<file path="src/include/baud_gen_pkg.sv">
package baud_gen_pkg;

  // ----------------------------------------
  // Register map of the plain register port
  // ----------------------------------------
  localparam int unsigned ADDR_W = 4;
  localparam logic [3:0] ADDR_RATE_CTRL = 4'h0;   // Divisor fields
  localparam logic [3:0] ADDR_RATE_STATUS = 4'h1; // Live divider state

  // Field positions in the rate control register
  localparam int unsigned RATE_SEL_LSB = 0;
  localparam int unsigned RATE_SEL_MSB = 2;
  localparam int unsigned PRESCALE_SEL_LSB = 4;
  localparam int unsigned PRESCALE_SEL_MSB = 5;

  // Reset values of the fields
  localparam logic [1:0] PRESCALE_SEL_RESET = 2'h0;
  localparam logic [2:0] RATE_SEL_RESET = 3'h0;

  // ----------------------------------------
  // Divider constants
  // ----------------------------------------
  localparam logic [5:0] OVERSAMPLE_LAST = 6'h3f; // 64 sample ticks per bit
  localparam logic [3:0] PRESCALE_DIV_0 = 4'h1;
  localparam logic [3:0] PRESCALE_DIV_1 = 4'h3;
  localparam logic [3:0] PRESCALE_DIV_2 = 4'h4;
  localparam logic [3:0] PRESCALE_DIV_3 = 4'hd;

  // Prescaler divisor from its 2-bit code
  function automatic logic [3:0] prescale_divisor(input logic [1:0] code);
    unique case (code)
      2'h0: prescale_divisor = PRESCALE_DIV_0;
      2'h1: prescale_divisor = PRESCALE_DIV_1;
      2'h2: prescale_divisor = PRESCALE_DIV_2;
      2'h3: prescale_divisor = PRESCALE_DIV_3;
    endcase
  endfunction : prescale_divisor

  // Rate divisor is two to the power of the code
  function automatic logic [7:0] rate_divisor(input logic [2:0] code);
    rate_divisor = 8'h01 << code;
  endfunction : rate_divisor

endpackage : baud_gen_pkg

</file>
<file path="src/logic/baud_rate_gen.sv">
// Function
// - Bit rate is source over 64, prescale, rate
// - Prescale codes give 1, 3, 4, 13
// - Rate codes give two to the code
// - Source select high picks bus clock
// - All 32 code combinations are usable
// - One rate shared by receiver and transmitter
// - Reset clears both select fields
//
// The implementer's own choices: the register addresses and the plain strobed port.
`timescale 1ns/1ps
`default_nettype none

module baud_rate_gen
  import baud_gen_pkg::*;
(
  input wire logic clk_sys,
  input wire logic reset_n,
  input wire logic baud_source_select,
  input wire logic [ADDR_W-1:0] reg_addr,
  input wire logic [7:0] reg_wdata,
  input wire logic reg_write,
  input wire logic reg_read,
  output logic [7:0] reg_rdata,
  output logic sample_tick,
  output logic bit_tick
);

  // ----------------------------------------
  // Source select synchroniser
  // ----------------------------------------
  logic source_meta; // First stage only
  logic source_sync; // Safe copy

  // The select comes from configuration logic that may not share our clock
  always_ff @(posedge clk_sys) begin
    if (!reset_n) begin
      source_meta <= 1'b0;
      source_sync <= 1'b0;
    end else begin
      source_meta <= baud_source_select;
      source_sync <= source_meta;
    end
  end

  // ----------------------------------------
  // Divisor fields
  // ----------------------------------------
  logic [1:0] prescale_select; // prescale_select_high/low
  logic [2:0] rate_select; // rate_select_bit2..0
  logic field_write; // Any write of the divisor register
  logic source_last; // For detecting a source change

  assign field_write = reg_write && (reg_addr == ADDR_RATE_CTRL);

  // Software writes the fields; reset clears them to divisors 1 and 1
  always_ff @(posedge clk_sys) begin
    if (!reset_n) begin
      prescale_select <= PRESCALE_SEL_RESET;
      rate_select <= RATE_SEL_RESET;
    end else if (field_write) begin
      prescale_select <= reg_wdata[PRESCALE_SEL_MSB:PRESCALE_SEL_LSB];
      rate_select <= reg_wdata[RATE_SEL_MSB:RATE_SEL_LSB];
    end
  end

  // Remember the source to restart the chain when it changes
  always_ff @(posedge clk_sys) begin
    if (!reset_n) begin
      source_last <= 1'b0;
    end else begin
      source_last <= source_sync;
    end
  end

  // ----------------------------------------
  // Divider chain
  // ----------------------------------------
  logic restart; // Clean restart of every stage
  logic source_tick; // Selected source clock as an enable
  logic prescale_tick; // After prescaler
  logic rate_tick; // After rate divisor = sample rate
  logic [5:0] oversample; // Sample ticks within one bit

  assign restart = field_write || (source_sync != source_last);
  // With select high the bus clock (our clock) feeds the chain; the other
  // source is not implemented, so select low holds the chain stopped.
  assign source_tick = source_sync;

  // Prescaler stage
  baud_div_counter #(.WIDTH(4)) u_prescale (
    .clk_sys(clk_sys),
    .reset_n(reset_n),
    .restart(restart),
    .tick_in(source_tick),
    .divisor(prescale_divisor(prescale_select)),
    .tick_out(prescale_tick)
  );

  // Rate divisor stage
  baud_div_counter #(.WIDTH(8)) u_rate (
    .clk_sys(clk_sys),
    .reset_n(reset_n),
    .restart(restart),
    .tick_in(prescale_tick),
    .divisor(rate_divisor(rate_select)),
    .tick_out(rate_tick)
  );

  // Sample pulse and divide-by-64 bit pulse, shared by both directions
  always_ff @(posedge clk_sys) begin
    if (!reset_n || restart) begin
      oversample <= '0;
      sample_tick <= 1'b0;
      bit_tick <= 1'b0;
    end else begin
      sample_tick <= rate_tick;
      if (rate_tick) begin
        oversample <= oversample + 6'h01;
        bit_tick <= (oversample == OVERSAMPLE_LAST);
      end else begin
        bit_tick <= 1'b0;
      end
    end
  end

  // ----------------------------------------
  // Register read port
  // ----------------------------------------
  // Read data stand only in the cycle after the strobe
  always_ff @(posedge clk_sys) begin
    if (!reset_n || !reg_read) begin
      reg_rdata <= 8'h00;
    end else begin
      unique case (reg_addr)
        ADDR_RATE_CTRL: reg_rdata <= {2'h0, prescale_select, 1'b0, rate_select};
        ADDR_RATE_STATUS: reg_rdata <= {1'b0, source_sync, oversample};
        default: reg_rdata <= 8'h00; // Unmapped reads zero
      endcase
    end
  end

  // ----------------------------------------
  // Assertions
  // ----------------------------------------
  property p_reset_fields;
    @(posedge clk_sys) !reset_n |=> (prescale_select == 2'h0 && rate_select == 3'h0);
  endproperty
  a_reset_fields: assert property (p_reset_fields) else $error("fields not cleared");

  property p_write_restarts;
    @(posedge clk_sys) disable iff (!reset_n)
      field_write |=> (oversample == 6'h00 && !bit_tick && !sample_tick);
  endproperty
  a_write_restarts: assert property (p_write_restarts) else $error("no restart");

  property p_fastest_spacing;
    @(posedge clk_sys) disable iff (!reset_n)
      (source_sync && prescale_select == 2'h0 && rate_select == 3'h0 && !restart
       && sample_tick) ##1 !restart |-> sample_tick;
  endproperty
  a_fastest_spacing: assert property (p_fastest_spacing) else $error("rate 1 gap");

  property p_prescale_three;
    @(posedge clk_sys) disable iff (!reset_n)
      (prescale_tick && prescale_select == 2'h1 && rate_select == 3'h0 && !restart)
      ##1 !restart [*3] |-> prescale_tick;
  endproperty
  a_prescale_three: assert property (p_prescale_three) else $error("prescale 3 wrong");

  property p_rate_two;
    @(posedge clk_sys) disable iff (!reset_n)
      (rate_tick && source_sync && prescale_select == 2'h0 && rate_select == 3'h1
       && !restart) ##1 !restart |-> !rate_tick;
  endproperty
  a_rate_two: assert property (p_rate_two) else $error("rate 2 wrong");

  property p_source_low_stops;
    @(posedge clk_sys) disable iff (!reset_n)
      (!source_sync && !source_last) [*3] |-> !prescale_tick;
  endproperty
  a_source_low_stops: assert property (p_source_low_stops) else $error("ran unselected");

  property p_bit_after_sample;
    @(posedge clk_sys) disable iff (!reset_n) bit_tick |-> $past(rate_tick) && sample_tick;
  endproperty
  a_bit_after_sample: assert property (p_bit_after_sample) else $error("bit w/o sample");

  property p_read_one_cycle;
    @(posedge clk_sys) disable iff (!reset_n) !$past(reg_read) |-> reg_rdata == 8'h00;
  endproperty
  a_read_one_cycle: assert property (p_read_one_cycle) else $error("rdata held");

endmodule : baud_rate_gen

`default_nettype wire

</file>
<file path="src/logic/baud_div_counter.sv">
`timescale 1ns/1ps
`default_nettype none

// ----------------------------------------
// Programmable modulo counter
// ----------------------------------------
// Pulses tick_out once every 'divisor' enabled cycles. A restart reloads it.
module baud_div_counter
  import baud_gen_pkg::*;
#(
  parameter int unsigned WIDTH = 8
) (
  input wire logic clk_sys,
  input wire logic reset_n,
  input wire logic restart,
  input wire logic tick_in,
  input wire logic [WIDTH-1:0] divisor,
  output logic tick_out
);

  logic [WIDTH-1:0] count; // Counts enabled cycles in this period

  // Count up, wrap at divisor-1 and emit one pulse there
  always_ff @(posedge clk_sys) begin
    if (!reset_n || restart) begin
      count <= '0;
      tick_out <= 1'b0;
    end else if (tick_in) begin
      if (count >= divisor - WIDTH'(1)) begin
        count <= '0;
        tick_out <= 1'b1;
      end else begin
        count <= count + WIDTH'(1);
        tick_out <= 1'b0;
      end
    end else begin
      tick_out <= 1'b0;
    end
  end

endmodule : baud_div_counter

`default_nettype wire

</file>
<file path="config.mk">
export PLATFORM = sky130hd
export DESIGN_NAME = baud_rate_gen
export DESIGN_NICKNAME = d
export VERILOG_FILES = /design/src/include/baud_gen_pkg.sv /design/src/logic/baud_rate_gen.sv /design/src/logic/baud_div_counter.sv
export SDC_FILE = /design/constraint.sdc
export NUM_CORES = 1
export LEC_CHECK = 0
export BUFFER_PORTS_ARGS = -buffer_cell sky130_fd_sc_hd__buf_2
export CORE_UTILIZATION = 58
export CTS_BUF_LIST = sky130_fd_sc_hd__clkbuf_2
export CTS_CLUSTER_SIZE = 12
export DETAILED_ROUTE_END_ITERATION = 8
export PLACE_DENSITY = 0.91
export SYNTH_ARGS = -nofsm -noshare
export SYNTH_HDL_FRONTEND = slang
export SYNTH_SLANG_ARGS = --single-unit
</file>
<file path="constraint.sdc">
create_clock -name clk_sys -period 2.5 [get_ports clk_sys]
set_input_delay 0.5 -clock clk_sys [delete_from_list [all_inputs] [get_ports clk_sys]]
set_output_delay 0.5 -clock clk_sys [all_outputs]
set_load 0.01 [all_outputs]
</file>
Word-level counts from Yosys, hierarchy flattened --
Index checks and enable logic that the tools add are counted. Widths: inputs -> output; s select.
Cells by class: multipliers 0, equal/unequal tests 6, bitwise logic cells 3, reductions and logical operators 11, add/subtract/negate cells 5, magnitude comparators 2, multiplexer cells 6, div/mod/pow operators 0, shift-type cells 1
Operators with widths (count):
- $pmux 4 s4 | 1
- $pmux 7 s2 | 1
- $add 8x1->8 const B | 1
- $ge 8x8->1 | 1
- $mux 8 | 1
- $shl 1x3->8 const A | 1
- $sub 8x1->8 const B | 1
- $add 6x1->6 const B | 1
- $eq 6x6->1 const B | 1
- $reduce_or 2->1 | 3
- $add 4x1->4 const B | 1
- $eq 2x2->1 const B | 2
- $eq 4x1->1 const B | 1
- $ge 4x4->1 | 1
- $logic_not 4->1 | 1
- $mux 4 | 1
- $sub 4x1->4 const B | 1
- $logic_or 1x1->1 | 3
- $not 1->1 | 3
- $eq 2x1->1 const B | 1
- $logic_not 1->1 | 2
- $logic_not 2->1 | 1
- $mux 1 | 2
- $logic_and 1x1->1 | 1
- $ne 1x1->1 | 1
Word-level totals: bits in registers 38, bits in read-only memories 0, RAM bits 0, word-level logic and storage cells 47, latch bits 0, output and inout bits 10, memories kept 0

Depth between registers and ports, before layout --
Gate-level depths: netlist of the first run.
word-level depth 5, gate-level depth with buffers 7, mapped depth without buffers 7

By module --
From an unflattened synthesis of the first run, not the netlist that was laid out.
Second synthesis, totals: cells, all modules 221, area total of the unflattened synthesis 2054.5 µm²
Modules (own cells, without submodules):
- baud_rate_gen | sequential area each 460.4 µm², area an instance 985.9 µm², instances 1, cells each 107
- baud_div_counter at u_rate | sequential area each 180.2 µm², area an instance 688.2 µm², instances 1, cells each 74
- baud_div_counter at u_prescale | sequential area each 100.1 µm², area an instance 380.4 µm², instances 1, cells each 40

Worst setup path after synthesis of the first run --
No wires, ideal clock.
kind reg2reg, start point register rate_select[2], end point register u_rate.tick_out, required time 2.386 ns, cell stages (with the launch flop) 8, arrival 1.596 ns, path buffers 1, clock period less this slack 1.709 ns, setup slack 0.791 ns, path through dfxtp_1 clkbuf_1 or3_1 ha_1 nand2b_1 a31oi_1 o21ai_2 nor2b_1
On the way: cells in the longest elaborated chain, start to end 4
RTL lines:
- from (decl) | RTL line baud_rate_gen.sv:50 | logic [2:0] rate_select;
- from (signal assigned) | RTL line baud_rate_gen.sv:63 | rate_select <= reg_wdata[RATE_SEL_MSB:RATE_SEL_LSB];
- $shl 1x3->8 | RTL line baud_gen_pkg.sv:41 | rate_divisor = 8'h01 << code;
- $sub 8x1->8 | RTL line baud_div_counter.sv:29 | if (count >= divisor - WIDTH'(1)) begin
- $ge 8x8->1 | RTL line baud_div_counter.sv:29
- $mux 1 | RTL line baud_div_counter.sv:29
- to (signal assigned) | RTL line baud_div_counter.sv:27 | tick_out <= 1'b0;
- to (signal assigned) | RTL line baud_div_counter.sv:31 | tick_out <= 1'b1;
- to (signal assigned) | RTL line baud_div_counter.sv:34 | tick_out <= 1'b0;
- to (decl) | RTL line baud_div_counter.sv:18 | output logic tick_out
Every way passes these cells. A chain may end at the register's enable or synchronous reset.

Worst setup path in the final report of the first run --
start point register rate_select[1], end point register u_rate.tick_out
The elaborated chain is that of the path after synthesis.

==> results of run 1 <==
[cells in the mapped netlist, drive strengths merged]
cell type  instances  area (um^2)
and3               1        7.510
conb               2        7.510
nor2              16        60.06
nand2             16        60.06
or3                1        6.260
dfxtp             37        740.7
a21o               2        15.01
nor4               1        12.51
a31oi              1        6.260
nor4b              1        15.01
xnor2              8        70.07
mux2i              3        30.03
o21bai             1        7.510
o21ai              3        18.77
xor2               8        70.07
a211o              1        8.760
nor3              10        50.05
nor2b              1        6.260
and2               3        18.77
a21boi             5        37.53
nand2b             2        12.51
nand4              5        31.28
nand3              7        47.55
o2111ai            1        8.760
inv                7        26.28
a22oi              6        45.04
a211oi             5        37.54
a21oi              1        5.000
buf                7        48.79
ha                17        212.7
clkbuf             2        7.510
and4               1        8.760
nor3b              2        15.01
[worst paths after layout]
path | depth (start not counted) | slack (ps) | startpoint | to
hold reg to reg | 1 | 470 | source_meta$_SDFF_PN0_ | source_sync$_SDFF_PN0_
hold / removal | 2 | 310 | baud_source_select | source_meta$_SDFF_PN0_
setup / recovery | 6 | 610 | rate_select[1]$_SDFFE_PN0P_ | u_rate.tick_out$_SDFF_PP0_
setup reg to reg | 6 | 610 | rate_select[1]$_SDFFE_PN0P_ | u_rate.tick_out$_SDFF_PP0_
[cells by family (layout without fill, tap and decap cells)]
logic type	after synthesis	after routing	share of synthesized area, %
compound gates	26	26	10.83
xor+xnor	16	16	7.983
fa+ha+maj	17	17	12.12
buf+inv	16	38	4.704
flops	37	37	42.20
mux	3	3	1.711
other cells	2	2	0.4278
simple gates	67	67	20.03
[routing by layer]
metal  routed length (um)  vias to the layer above
met2                 1485                       25
met3                  111                        6
li1                     -                      677
met5                    0                        -
met4                   44                        0
met1                 1390                      592
[power by group through the flow]
stage	sequential (W)	clock, W	combinational (W)
2_1_floorplan	0.000611	0	0.0000387
3_3_place_gp	0.000614	0	0.0000489
3_5_place_dp	0.000615	0	0.0000507
4_1_cts	0.000603	0.000261	0.0000509
5_1_grt	0.000604	0.000291	0.0000568
6_report	0.000603	0.000251	0.0000502
[area by class of cell]
type                    instances  area, um^2
repair buffers                 23       117.6
fillers                       231       912.1
well taps                      31       38.79
multi-input cells             131       932.1
flip-flops and latches         37       740.7
clock inverters                 3       12.51
clock buffers                   5       25.02
inverters                       7       26.28
[sequential cells by signal, indices dropped and copies added, names as in the netlist, 2 cells and up]
signal            cells
prescale_select       2
u_prescale.count      4
reg_rdata             7
rate_select           3
oversample            6
u_rate.count          8
[per-stage QoR]
step,util [%],setup slack [ps],hold WS (ps)
global placement,66.15,705.3,422.5
CTS,67.48,611.2,292.1
floorplan,-,790.6,411.9
global route,67.48,528.0,267.3
detailed placement,66.15,641.5,435.4
finish,67.48,608.1,309.2
==> run_results.csv, run 1 <==
group,metric,value,unit
yosys,synthesis.area,1755,um^2
sta,setup_viol,0,
finish,fin_area,1893,um^2
finish,mostFrequentLayoutCell,"dfxtp_1",
sta,finClkSkew,3.216,ps
setup_path,critPathBufInv,0,
clock_network,cts_tree,"built",
pwr,power.density,477.6,nW/um^2
route,num_vias,1300,
pwr,cellInternalPower,0.0006779,W
clock_network,clk_transition_reported_paths,170,ps
finish,drive_above_1_share,16.50,%
yosys,ys_ff_latch,37,
pwr,combPwrFrac,5.5,%
place,gp_congestion,0.8014,
job,max_cap_viol_count,0,
clock_network,cts_root_buf,"clkbuf_2",
sta,period_minus_slack,1892,ps
yosys,synth_nets,218,
route,remaining_drc_errors,2,
global_routing,grt_pass1_wl,5264,um
finish,layout_common_cells,"dfxtp_1, buf_2, ha_1",
floorplan,core,2805,um^2
route,viasPerCell,5.485,
clock_network,cts-resized-gates,0,
setup_path,end_kind,"register",
floorplan,num_io_pins,27,
global_routing,met2_usage,36.13,%
place,dp.cells,229,
finish,nets,239,
global_routing,use_met1,25.00,%
yosys,yosys_warnings,0,
setup_path,path_delay_family,"simple AND/OR/NAND/NOR gates",
pwr,clkPwrFrac,27.8,%
setup_path,crit_fanout,9,
setup_path,crit_arrival,2220,ps
sta,tightest_slew,617.1,ps
outcome,violations,"DRC",
sta,setup_tns,0,ps
floorplan,die_w,57.02,um
worst_hold_path,hold_class,"in2reg",
clock_network,clk_path_buf_depth,2,
route,firstDrtPassIters,6,
place,io_buffers,22,
yosys,synth.avg_cell_area,9.540,um^2
floorplan,core.rowCount,19,
global_routing,grt_pass1_vias,1209,
route,drtIter0Drc,36,
sta,timing.fmax,0.5286,GHz
setup_path,slowest_stage,"dfxtp_1",
floorplan,fp.dieArea,3251,um^2
setup_path,cp_cell_sequence,"or3_1 -> ha_1 -> nand2b_1 -> a31oi_1 -> o21ai_2 -> nor2b_1",
finish,diodes,0,
clock_network,cts.sinks,37,
sta,rsz0062_at_grt,"false",
global_routing,grt_usage,21.42,%
clock_network,ctsHoldBuffers,0,
route,routedWlPerCell,12.79,um
sta,finalCritPeriodShare,75.67,%
pwr,seqPwrFrac,66.7,%
route,final_antenna_net_count,0,
clock_network,ctsHtreeMaxLevel,2,
yosys,ys_seq_area_share,42.20,%
outcome,status,"complete, but fails checks",
place,place_hpwl,2300,um
global_routing,grt_busiest_layer,"met2",
global_routing,antenna_found_initial,0,
finish,final_cells,237,
sta,slew_headroom,58.76,%
setup_path,path_class,"reg2reg",
yosys,synth_cell_type_count,38,
clock_network,postCtsSetupRepairBufs,0,
clock_network,cts_made_buffers,5,
pwr,p_leak,0.7549,nW
pwr,vdd_drop_max,0.0003677,V
setup_path,max_stage_delay,420,ps
setup_path,start_kind,"register",
global_routing,grt_overflow_total,0,
finish,area.growth.synth_to_final,7.841,%
pwr,total_power,0.0009042,W
global_routing,grt_use_met3,6.803,%
pwr,p_sw,0.0002262,W
route,drt_wl_total,3032,um
place,place_area,1856,um^2
sta,hold_viol,0,
yosys,syn-instance-count,184,
setup_path,cp.required,2830,ps
pwr,switching_share,25.02,%
sta,slew_viol_final,0,
global_routing,grt_start_max_net_pins,23,
floorplan,dieHeight,57.02,um
floorplan,start_util,62.58,%
clock_network,clk-insertion-delay-late,380,ps
No activity file was read; power rests on OpenSTA's default activity.
==> run 2, diff against run 1 <==
ABC_AREA = 1   (was unset)
CORE_UTILIZATION = 53   (was 58)
PLACE_DENSITY = 0.88   (was 0.91)
clock period = 1.72 ns   (was 2.5 ns; I/O delays follow)
==> run 2 against run 1 <==
Against the previous run:
- the flow now finishes without violations
- power grew 86%
- via count rose by 13%
- setup slack got worse by 510 ps
- sequential cell count is the same
- combinational power up 110%
- sequential share of layout area down 3.5 points
==> run_results.csv, run 2 <==
group,metric,value,unit
outcome,status,"completed",
sta,setup_viol,0,
yosys,yosys-top-cells-area,"dfxtp_1, ha_1, nand2_1",
yosys,syn-instance-count,223,
sta,fin_hold_ws,109.2,ps
route,viasPerCell,4.966,
finish,diodes,0,
setup_path,crit_fanout,4,
clock_network,clk-insertion-delay-late,410,ps
finish,nets,284,
global_routing,grt_start_max_net_pins,13,
clock_network,ctsHoldBuffers,0,
yosys,yosys_warnings,0,
floorplan,die_w,60.59,um
route,drtIter0Drc,44,
floorplan,start_util,57.70,%
yosys,ys.flop_type,"dfxtp_1",
global_routing,grt_pass1_wl,5520,um
setup_path,path_delay_family,"adder cells",
sta,rsz0062_at_grt,"true",
floorplan,fp.dieArea,3671,um^2
setup_path,start_kind,"register",
sta,slew_viol_final,0,
finish,drive_above_1_share,23.11,%
finish,largest_register_ffs,8,
yosys,synth_nets,257,
yosys,synth.avg_cell_area,8.158,um^2
setup_path,cp.required,2050,ps
route,firstDrtPassIters,4,
finish,area.growth.synth_to_final,15.41,%
floorplan,dieHeight,60.59,um
sta,finClkSkew,22.24,ps
setup_path,max_stage_delay,390,ps
pwr,total_power,0.001680,W
worst_hold_path,hold_class,"in2reg",
route,routedWlPerCell,11.53,um
finish,fillers,287,
pwr,p_leak,0.9369,nW
yosys,synthesis.area,1819,um^2
yosys,ys_seq_area_share,40.72,%
finish,layout_common_cells,"dfxtp_1, nand2_1, inv_1, nor2_1, buf_2",
clock_network,clk_transition_reported_paths,210,ps
sta,hold_viol,0,
sta,finalCritPeriodShare,94.31,%
setup_path,critPathBufInv,2,
place,place_hpwl,2497,um
finish,mostFrequentLayoutCell,"dfxtp_1",
clock_network,cts.sinks,37,
sta,timing.fmax,0.6165,GHz
route,final_antenna_net_count,0,
yosys,synth_most_common_cell,"dfxtp_1",
yosys,synth_common_cells,"dfxtp_1, nand2_1, inv_1, nor2_1, ha_1",
global_routing,grt_overflow_total,0,
finish,largest_register,"u_rate.count",
yosys,synth_cell_type_count,32,
yosys,synth_largest_area_cell,"dfxtp_1",
global_routing,grt_usage,20.72,%
sta,period_minus_slack,1622,ps
place,dp.cells,286,
finish,top_regs,"u_rate.count x8, reg_rdata x7, oversample x6",
route,num_vias,1465,
floorplan,core,3153,um^2
pwr,power.density,800.1,nW/um^2
setup_path,path_class,"reg2reg",
clock_network,clk_path_buf_depth,2,
yosys,async_flop_share,0,%
clock_network,ctsHtreeMaxLevel,2,
job,max_cap_viol_count,0,
pwr,vdd_drop_max,0.0004622,V
floorplan,num_io_pins,27,
place,io_buffers,22,
setup_path,cp_cell_sequence,"inv_2 -> ha_4 -> ha_4 -> inv_1 -> o21bai_1 -> nand3_1 -> nand3_1 -> nand2_1 -> nand2_2 -> nor2_1",
setup_path,end_kind,"register",
yosys,synth_top_area_share,40.72,%
route,drt_wl_total,3401,um
global_routing,antenna_found_initial,0,
setup_path,crit_arrival,1950,ps
clock_network,cts_tree,"built",
finish,final_cells,295,
floorplan,core.rowCount,20,
clock_network,cts_root_buf,"clkbuf_2",
place,gp_congestion,0.8058,
yosys,ys_ff_latch,37,
route,remaining_drc_errors,0,
clock_network,cts_made_buffers,5,
setup_path,slowest_stage,"dfxtp_2",
global_routing,grt_pass1_vias,1315,
yosys,synth-edff-count,0,
## run 2: kinds of logic (layout without fill, tap and decap cells)
| group | count (synthesis) | in the layout | synth area share (%) |
|---|---|---|---|
| adder cells (fa/ha/maj) | 17 | 17 | 11.69 |
| AND/OR/NAND/NOR | 87 | 87 | 22.70 |
| XOR/XNOR | 12 | 12 | 5.777 |
| flip-flops | 37 | 37 | 40.72 |
| other | 2 | 2 | 0.4128 |
| multiplexers | 1 | 1 | 0.5502 |
| buffers and inverters | 39 | 67 | 9.560 |
| AO/OA/AOI/OAI | 28 | 28 | 8.598 |
## run 2: cell type report
| cell class | instances | area [um^2] | share of cell area (%) |
|---|---|---|---|
| Clock buffer | 5 | 25.02 | 1.192 |
| Clock inverter | 3 | 65.06 | 3.099 |
| Inverter | 33 | 126.4 | 6.019 |
| Multi-Input combinational cell | 147 | 939.7 | 44.76 |
| Sequential cell | 37 | 748.2 | 35.64 |
| Tap cell | 44 | 55.05 | 2.622 |
| Timing Repair Buffer | 26 | 140.1 | 6.675 |
## run 2: worst paths after layout
| kind | from | endpoint | slack [ps] | depth (start not counted) |
|---|---|---|---|---|
| max | prescale_select[0]$_SDFFE_PN0P_ | u_prescale.count[2]$_SDFFE_PP0P_ | 100 | 10 |
| min | baud_source_select | source_meta$_SDFF_PN0_ | 110 | 3 |
| max reg2reg | prescale_select[0]$_SDFFE_PN0P_ | u_prescale.count[2]$_SDFFE_PP0P_ | 100 | 10 |
| min reg2reg | source_meta$_SDFF_PN0_ | source_sync$_SDFF_PN0_ | 440 | 2 |
## run 2: metal layers
layer | GRT usage, % | routed length [um]
met4 | 6.818 | 40
met2 | 34.85 | 1644
met3 | 6.610 | 224
met1 | 25.13 | 1491
met5 | 0 | 0
## run 2: what timing repair did
action	CTS	global route
pin swaps	3	4
gates cloned	0	0
gates resized for setup	3	8
setup endpoints to repair	4	12
buffers inserted	0	1
## run 2: power by group
part | internal [W] | switching [W]
combinational | 0.0000413 | 0.0000621
clock | 0.000389 | 0.000311
sequential | 0.000866 | 0.0000101
## run 2: metrics by stage
stage          utilization (%)  instance area (um^2)  TNS [ps]  worst slack [ps]
3_3_place_gp             62.14                  1959         0             126.6
5_1_grt                  66.59                  2100    -71.84            -22.34
6_report                 66.59                  2100         0             97.88
4_1_cts                  65.83                  2076         0             2.672
3_5_place_dp             62.14                  1959    -45.58            -13.45
2_1_floorplan                -                  1819         0             225.5
## run 2: worst reg2reg max path: stages, from the launching register on
cell      delay [ps]
dfxtp_2          390
inv_2             50
ha_4             220
ha_4             270
inv_1             40
o21bai_1         140
nand3_1          110
nand3_1           80
nand2_1           80
nand2_2          120
nor2_1            50
